--- src/rtl/pcrb_pkg.sv ---
/*
  Package of the capability register bank: register offsets, field positions,
  fixed field values, reset values and the packed carriers shared by the ports.
  Assumes a single core clock domain and byte offsets in configuration space.
*/
package pcrb_pkg;

  // Configuration space byte offsets.
  localparam logic [11:0] PCRB_OFF_SMEM_DATA = 12'h0bc;
  localparam logic [11:0] PCRB_OFF_CAP_HDR   = 12'h0c0;
  localparam logic [11:0] PCRB_OFF_DEV_CAP   = 12'h0c4;

  // Serial memory shared word.
  localparam int PCRB_SM_START_BIT = 0;
  localparam int PCRB_SM_CMD_BIT   = 1;
  localparam int PCRB_SM_DATA_LSB  = 16;
  localparam logic [15:0] PCRB_SM_DATA_RST = 16'h0000;

  // Capability header fields.
  localparam int PCRB_HDR_ID_LSB    = 0;
  localparam int PCRB_HDR_NEXT_LSB  = 8;
  localparam int PCRB_HDR_VER_LSB   = 16;
  localparam int PCRB_HDR_TYPE_LSB  = 20;
  localparam int PCRB_HDR_SLOT_BIT  = 24;
  localparam int PCRB_HDR_MSGN_LSB  = 25;
  localparam logic [7:0] PCRB_CAP_ID      = 8'h10;
  localparam logic [7:0] PCRB_NEXT_PTR    = 8'h00;
  localparam logic [3:0] PCRB_CAP_VER     = 4'h2;
  localparam logic [3:0] PCRB_TYPE_UP     = 4'h5;
  localparam logic [3:0] PCRB_TYPE_DOWN   = 4'h6;
  localparam logic [4:0] PCRB_MSG_NUM     = 5'h00;

  // Device capability fields.
  localparam int PCRB_DC_MPS_LSB   = 0;
  localparam int PCRB_DC_PHAN_LSB  = 3;
  localparam int PCRB_DC_ETAG_BIT  = 5;
  localparam int PCRB_DC_L0S_LSB   = 6;
  localparam int PCRB_DC_L1_LSB    = 9;
  localparam int PCRB_DC_RBER_BIT  = 15;
  localparam int PCRB_DC_SPLV_LSB  = 18;
  localparam int PCRB_DC_SPLS_LSB  = 26;
  localparam logic [2:0] PCRB_MPS_256     = 3'h1;
  localparam logic [2:0] PCRB_MPS_512     = 3'h2;
  localparam logic [1:0] PCRB_PHANTOM     = 2'h0;
  localparam logic       PCRB_EXT_TAG     = 1'b0;
  localparam logic [2:0] PCRB_L0S_LAT     = 3'h0;
  localparam logic [2:0] PCRB_L1_LAT      = 3'h0;
  localparam logic       PCRB_RBER_RST    = 1'b1;
  localparam logic [7:0] PCRB_SPLV_RST    = 8'h00;
  localparam logic [1:0] PCRB_SPLS_RST    = 2'h0;

  // Configuration access request.
  typedef struct packed {
    logic        rd;
    logic        wr;
    logic [11:0] addr;
    logic [3:0]  be;
    logic [31:0] wdata;
  } pcrb_req_t;

  // Override write from the management port or autoload.
  typedef struct packed {
    logic        wr;
    logic [11:0] addr;
    logic [3:0]  be;
    logic [31:0] wdata;
  } pcrb_ovr_t;

  // Captured slot power limit message.
  typedef struct packed {
    logic       valid;
    logic [7:0] value;
    logic [1:0] scale;
  } pcrb_spl_t;

endpackage

--- src/rtl/pcrb_bank.sv ---
/*
  Capability register bank of one switch port: the serial memory data word,
  the capability header and the device capability word.
  Assumes the serial memory engine, the control and address bits sharing the
  data word, and the message decoder sit outside and share core_clk. Strap
  pins are asynchronous and must be steady while rst_b is held.
*/
`timescale 1ns/1ps
`default_nettype none

// Notes on behaviour
// - Software data in upper half is sent.
// - Read completion loads data field; resets zero.
// - Capability identifier always reads 10h.
// - Next pointer always reads zero.
// - Capability version reads binary 0010.
// - Port type 0101 upstream, 0110 downstream.
// - Slot present from strap, overridable.
// - Interrupt message number always reads zero.
// - Max payload from strap, overridable.
// - Phantom function field always reads zero.
// - Extended tag bit always reads zero.
// - Both latency fields read zero.
// - Role based error bit resets one.
// - Upstream captures slot power value byte.
// - Upstream captures slot power scale bits.
// - Start bit launches a memory cycle.
// - Command bit selects read or write.
module pcrb_bank
(
  // Clock and reset
  input  wire logic              core_clk,
  input  wire logic              rst_b,
  // Straps and port role
  input  wire logic              slot_present_strap,
  input  wire logic              large_payload_strap,
  input  wire logic              port_is_upstream,
  // Configuration access
  input  wire pcrb_pkg::pcrb_req_t cfg_req,
  output logic [31:0]            cfg_rdata,
  output logic                   cfg_rvalid,
  // Management and autoload overrides
  input  wire pcrb_pkg::pcrb_ovr_t ovr_req,
  // Slot power limit message
  input  wire pcrb_pkg::pcrb_spl_t spl_msg,
  // Serial memory engine
  input  wire logic [15:0]       sm_ctrl_lo,
  input  wire logic              sm_rd_done,
  input  wire logic [15:0]       sm_rd_data,
  output logic                   sm_start,
  output logic                   sm_cmd_write,
  output logic [15:0]            sm_wr_data
);
  import pcrb_pkg::*;

  logic [2:0]  slot_sync_reg;
  logic [2:0]  pl_sync_reg;
  logic        slot_stable_reg;
  logic        pl_stable_reg;
  logic [15:0] sm_data_reg;
  logic        slot_present_reg;
  logic [2:0]  mps_reg;
  logic        rber_reg;
  logic [7:0]  splv_reg;
  logic [1:0]  spls_reg;
  logic [31:0] cfg_rdata_reg;
  logic        cfg_rvalid_reg;
  logic        sm_start_reg;
  logic        sm_cmd_reg;

  wire         sel_sm   = cfg_req.addr == PCRB_OFF_SMEM_DATA;
  wire         sel_hdr  = cfg_req.addr == PCRB_OFF_CAP_HDR;
  wire         sel_dc   = cfg_req.addr == PCRB_OFF_DEV_CAP;
  wire         ovr_hdr  = ovr_req.wr && ovr_req.addr == PCRB_OFF_CAP_HDR;
  wire         ovr_dc   = ovr_req.wr && ovr_req.addr == PCRB_OFF_DEV_CAP;
  wire         sw_sm_wr = cfg_req.wr && sel_sm;
  wire [15:0]  sw_data  = cfg_req.wdata[PCRB_SM_DATA_LSB +: 16];
  wire         slot_chg = slot_sync_reg[1] == slot_sync_reg[2];
  wire         pl_chg   = pl_sync_reg[1] == pl_sync_reg[2];
  wire [3:0]   port_type = port_is_upstream ? PCRB_TYPE_UP : PCRB_TYPE_DOWN;
  wire [2:0]   mps_strap = pl_stable_reg ? PCRB_MPS_512 : PCRB_MPS_256;

  // Byte-lane merge of the software write into the data field.
  wire [15:0]  sm_data_sw = {cfg_req.be[3] ? sw_data[15:8] : sm_data_reg[15:8],
                             cfg_req.be[2] ? sw_data[7:0]  : sm_data_reg[7:0]};

  // Read images; unassigned positions are reserved and read zero.
  logic [31:0] hdr_img;
  logic [31:0] dc_img;
  logic [31:0] sm_img;
  always_comb
  begin
    hdr_img = 32'h0000_0000;
    hdr_img[PCRB_HDR_ID_LSB +: 8]   = PCRB_CAP_ID;
    hdr_img[PCRB_HDR_NEXT_LSB +: 8] = PCRB_NEXT_PTR;
    hdr_img[PCRB_HDR_VER_LSB +: 4]  = PCRB_CAP_VER;
    hdr_img[PCRB_HDR_TYPE_LSB +: 4] = port_type;
    hdr_img[PCRB_HDR_SLOT_BIT]      = slot_present_reg;
    hdr_img[PCRB_HDR_MSGN_LSB +: 5] = PCRB_MSG_NUM;
  end

  always_comb
  begin
    dc_img = 32'h0000_0000;
    dc_img[PCRB_DC_MPS_LSB +: 3]  = mps_reg;
    dc_img[PCRB_DC_PHAN_LSB +: 2] = PCRB_PHANTOM;
    dc_img[PCRB_DC_ETAG_BIT]      = PCRB_EXT_TAG;
    dc_img[PCRB_DC_L0S_LSB +: 3]  = PCRB_L0S_LAT;
    dc_img[PCRB_DC_L1_LSB +: 3]   = PCRB_L1_LAT;
    dc_img[PCRB_DC_RBER_BIT]      = rber_reg;
    dc_img[PCRB_DC_SPLV_LSB +: 8] = splv_reg;
    dc_img[PCRB_DC_SPLS_LSB +: 2] = spls_reg;
  end

  always_comb
  begin
    sm_img = 32'h0000_0000;
    sm_img[15:0] = sm_ctrl_lo;
    sm_img[PCRB_SM_DATA_LSB +: 16] = sm_data_reg;
  end

  wire [31:0] rd_mux = sel_sm  ? sm_img  :
                       sel_hdr ? hdr_img :
                       sel_dc  ? dc_img  : 32'h0000_0000;

  // Strap synchronisers run free so the settled level is ready at release.
  always_ff @(posedge core_clk)
  begin
    slot_sync_reg <= {slot_sync_reg[1:0], slot_present_strap};
    pl_sync_reg   <= {pl_sync_reg[1:0], large_payload_strap};
  end

  always_ff @(posedge core_clk)
  begin
    if (slot_chg)
      slot_stable_reg <= slot_sync_reg[2];
    if (pl_chg)
      pl_stable_reg <= pl_sync_reg[2];
  end

  // Data field of the shared serial memory word.
  always_ff @(posedge core_clk)
  begin
    if (!rst_b)
      sm_data_reg <= PCRB_SM_DATA_RST;
    else if (sm_rd_done)
      sm_data_reg <= sm_rd_data;
    else if (sw_sm_wr)
      sm_data_reg <= sm_data_sw;
  end

  // Launch strobe and direction toward the serial memory engine.
  always_ff @(posedge core_clk)
  begin
    if (!rst_b)
    begin
      sm_start_reg <= 1'b0;
      sm_cmd_reg   <= 1'b0;
    end
    else
    begin
      sm_start_reg <= sw_sm_wr && cfg_req.be[0] && cfg_req.wdata[PCRB_SM_START_BIT];
      if (sw_sm_wr && cfg_req.be[0])
        sm_cmd_reg <= cfg_req.wdata[PCRB_SM_CMD_BIT];
    end
  end

  // Strap defaults are taken while reset is held; overrides may follow.
  always_ff @(posedge core_clk)
  begin
    if (!rst_b)
    begin
      slot_present_reg <= slot_stable_reg;
      mps_reg          <= mps_strap;
      rber_reg         <= PCRB_RBER_RST;
    end
    else
    begin
      if (ovr_hdr && ovr_req.be[3])
        slot_present_reg <= ovr_req.wdata[PCRB_HDR_SLOT_BIT];
      if (ovr_dc && ovr_req.be[0])
        mps_reg <= ovr_req.wdata[PCRB_DC_MPS_LSB +: 3];
      if (ovr_dc && ovr_req.be[1])
        rber_reg <= ovr_req.wdata[PCRB_DC_RBER_BIT];
    end
  end

  // Slot power limit captured only where the port faces upstream.
  always_ff @(posedge core_clk)
  begin
    if (!rst_b)
    begin
      splv_reg <= PCRB_SPLV_RST;
      spls_reg <= PCRB_SPLS_RST;
    end
    else if (spl_msg.valid && port_is_upstream)
    begin
      splv_reg <= spl_msg.value;
      spls_reg <= spl_msg.scale;
    end
  end

  // Registered read answer one cycle after the request.
  always_ff @(posedge core_clk)
  begin
    if (!rst_b)
    begin
      cfg_rdata_reg  <= 32'h0000_0000;
      cfg_rvalid_reg <= 1'b0;
    end
    else
    begin
      cfg_rvalid_reg <= cfg_req.rd;
      if (cfg_req.rd)
        cfg_rdata_reg <= rd_mux;
    end
  end

  assign cfg_rdata    = cfg_rdata_reg;
  assign cfg_rvalid   = cfg_rvalid_reg;
  assign sm_start     = sm_start_reg;
  assign sm_cmd_write = sm_cmd_reg;
  assign sm_wr_data   = sm_data_reg;

endmodule

`default_nettype wire

--- config.mk ---
export PLATFORM = sky130hd
export DESIGN_NAME = pcrb_bank
export DESIGN_NICKNAME = d
export VERILOG_FILES = /design/src/rtl/pcrb_pkg.sv /design/src/rtl/pcrb_bank.sv
export SDC_FILE = /design/constraint.sdc
export NUM_CORES = 1
export LEC_CHECK = 0
export ABC_AREA = 1
export BUFFER_PORTS_ARGS = -buffer_cell sky130_fd_sc_hd__buf_4
export CAP_MARGIN = 0
export CORE_UTILIZATION = 44
export DETAILED_ROUTE_END_ITERATION = 6
export GPL_TIMING_DRIVEN = 0
export PLACE_DENSITY_LB_ADDON = 0.3
export SETUP_SLACK_MARGIN = 0.1
export SYNTH_ARGS = -nofsm -noshare
export SYNTH_HDL_FRONTEND = slang
export SYNTH_SLANG_ARGS = --single-unit
--- constraint.sdc ---
create_clock -name core_clk -period 1.7 [get_ports core_clk]
set_clock_uncertainty 0.2 [all_clocks]
set_input_delay 0.085 -clock core_clk [delete_from_list [all_inputs] [get_ports core_clk]]
set_output_delay 0.085 -clock core_clk [all_outputs]
set_load 0.01 [all_outputs]
==> results_dict.tcl <==
set metrics [dict create \
    status "finished clean" \
    setup_tns_ns 0 \
    drtPass1Iterations 5 \
    leakage_uw 0.00288 \
    cts-root-buf "clkbuf_8" \
    cts_tree "yes" \
    synth_top_area_share_pct 40.0 \
    slew_headroom_pct 62.7 \
    internal-power_uw 3150 \
    syn_nets 630 \
    dp.cells 734 \
    layout.nets 876 \
    slowest_delay_ns 0.56 \
    wl_per_cell_um 14.5 \
    portBuffers 153 \
    rows 31 \
    cts_max_path_buffers 2 \
    yosys_register_bits 74 \
    critPathMaxFanout 1 \
    min_path_type "input pin to flop" \
    pwr_density_cell_nw_per_um2 733 \
    grt.busiest_layer "met2" \
    grt_usage_pct 29.5 \
    drtIter0Drc 285 \
    pwr-share-clk_pct 34.5 \
    floorplan.initialDensity_pct 46.2 \
    instances_no_fill 831 \
    post_cts_buffers 0 \
    pwr-share-seq_pct 45.5 \
    comb_power_share_pct 20.0 \
    largest_reg_flops 32 \
    dieArea_um2 8100 \
    path_buf_inv 3 \
    setup.worst_path.class "input pin to flop" \
    antenna_found_initial 0 \
    fin_crit_sh_pct 95.1 \
    coreArea_um2 7370 \
    layout-drive-gt1-share_pct 27.6 \
    crit_chain "dlygate4sd3_1, buf_4, nand2_1, nand2_1, dlygate4sd3_1, a21oi_1, nor2_1" \
    peakVddDrop_uv 378 \
    grt_pass1_wl_mm 19.1 \
    setup_violations 0 \
    drv_cap 0 \
    grt.overflow.total 0 \
    htree_levels 3 \
    rsz0062_at_grt "yes" \
    cp_slowest_cell "dlygate4sd3_1" \
    cp_data_required_time_ns 1.73 \
    postSynthAreaPerCell_um2 7.07 \
    end_kind "flop" \
    yosys_warnings 0 \
    grtUsageMet1_pct 31.8 \
    path_clk_slew_ns 0.07 \
    use_met3_pct 4.82 \
    totalWireLength_mm 12.0 \
    synth_cells 482 \
    globalplace.congestion 0.887 \
    cts_buffers 9 \
    antenna_cells 0 \
    final_antenna_net_count 0 \
    clock.fmax_mhz 618 \
    clk_latency_ns 0.33 \
    fin_ws_ns 0.0829 \
    die_h_um 90.0 \
    synth_seq_area_share_pct 45.3 \
    p_sw_share_pct 25.2 \
    critPathTopFamily "buffers and inverters" \
    ios 199 \
    grt_pass1_vias 4119 \
    met2_usage_pct 56.0 \
    grt_max_degree 13 \
    crit_arrival_ns 1.64 \
    worst_slew_pin_slew_ns 0.560 \
    numClockSinks 74 \
    vias 4112 \
    slew_viol_final 0 \
    p_switching_uw 1060 \
    min_period_ns 1.62 \
    syn_area_um2 3410 \
    place_ws_ns 0.105 \
    drc 0 \
    synth.distinct_cells 31 \
    final_hold_viol_count 0 \
    cp-start-kind "input pin" \
    syn2layout_area_growth_pct 68.8 \
    netlist.top_cell.by_area "dfxtp_1" \
    place_hpwl_mm 7.59 \
    synthTopCellsByArea "dfxtp_1 (40%), nand2_1 (17%), nor2_1 (5.6%)" \
    die_x_um 90.0 \
    viasPerCell 4.95 \
]
worst paths after layout:
| path | start | end | slack [ns] | cells after the start |
|---|---|---|---|---|
| worst max register to register | slot_present_reg | cfg_rdata[24] | 0.61 | 4 |
| worst min register to register | pl_sync_reg[0] | pl_sync_reg[1] | 0.13 | 0 |
| worst min-delay path | sm_rd_done | sm_wr_data[7] | 0.01 | 5 |
| worst max-delay path | cfg_req[18] | sm_wr_data[2] | 0.08 | 7 |
per-layer routing:
layer / vias up / wire [µm]
li1: 2017 / -
met1: 1875 / 4630
met2: 186 / 6400
met3: 34 / 656
met4: 0 / 335
met5: - / 0
synthesized netlist by cell type:
cell	number
o21ai_1	1
nand2_4	1
buf_4	2
clkbuf_1	15
nor2_4	2
buf_6	3
nor3b_1	1
nor2_1	51
nand3b_1	1
o21a_1	1
nand2_2	2
inv_2	3
nand3_4	1
a31oi_1	1
dfxtp_1	68
inv_1	45
nand4_1	5
nor2_2	2
a21oi_1	35
o211ai_1	7
buf_2	7
and3b_1	1
nand4_4	2
nor2_8	1
clkinv_1	1
nand3_1	30
edfxtp_1	6
nor3_2	1
xnor2_1	2
nand2_1	152
o21ai_0	32
per-stage QoR:
step	hold slack (ns)	area, µm²	power (µW)	util [%]
after floorplan	-0.0873	3410	2230	-
after global placement	-0.00946	4680	2590	63.5
after detailed placement	-0.00643	4680	2610	63.5
after CTS	0.00541	5710	4180	77.5
after global routing	0.0446	5750	4380	78.0
final	0.0134	5750	4210	78.0
timing repair:
item | 4_1_cts | 5_1_grt
hold buffers | 82 | 4
gates resized for setup | 0 | 12
endpoints found under the hold margin | 57 | 4
endpoints found under the setup margin | 0 | 16
cells by family after synthesis:
| logic type | after synthesis | synth area share, % |
|---|---|---|
| and+or+nand+nor | 253 | 32.8 |
| buffers and inverters | 76 | 9.51 |
| DFF | 74 | 45.3 |
| AOI/OAI and AO/OA | 77 | 11.9 |
| xor gates and xnor gates | 2 | 0.514 |
worst reg2reg max path, stage by stage, from the launching register on:
cell      delay (ns)
edfxtp_1        0.40
nand3_1         0.11
nand3_1         0.10
nor2_1          0.15
nor2_1          0.05
cells in the final DEF (no fill, tap or decap), drive strengths merged:
| cell type | n |
|---|---|
| a21oi | 35 |
| a31oi | 1 |
| and3b | 1 |
| buf | 165 |
| bufinv | 2 |
| clkbuf | 26 |
| clkinv | 3 |
| dfxtp | 68 |
| dlygate4sd3 | 81 |
| dlymetal6s4s | 1 |
| edfxtp | 6 |
| inv | 48 |
| nand2 | 155 |
| nand3 | 31 |
| nand3b | 1 |
| nand4 | 7 |
| nor2 | 56 |
| nor3 | 1 |
| nor3b | 1 |
| o211ai | 7 |
| o21a | 1 |
| o21ai | 33 |
| xnor2 | 2 |
power groups by stage:
stage | Sequential [µW] | Clock, µW | Combinational, µW
2_1_floorplan | 1980 | 0 | 256
3_3_place_gp | 1950 | 0 | 634
3_5_place_dp | 1960 | 0 | 652
4_1_cts | 1920 | 1460 | 807
5_1_grt | 1930 | 1540 | 913
6_report | 1920 | 1450 | 841
final cells by class:
cell class                      count  area, µm²
Timing Repair Buffer              235       1970
Fill cell                         540       1620
Multi-Input combinational cell    332       1580
Sequential cell                    74       1540
Inverter                           49        184
Buffer                             27        141
Clock buffer                       11        131
Tap cell                           99        124
Clock inverter                      4       77.6
Note: power is estimated with default switching activity, not from simulation.
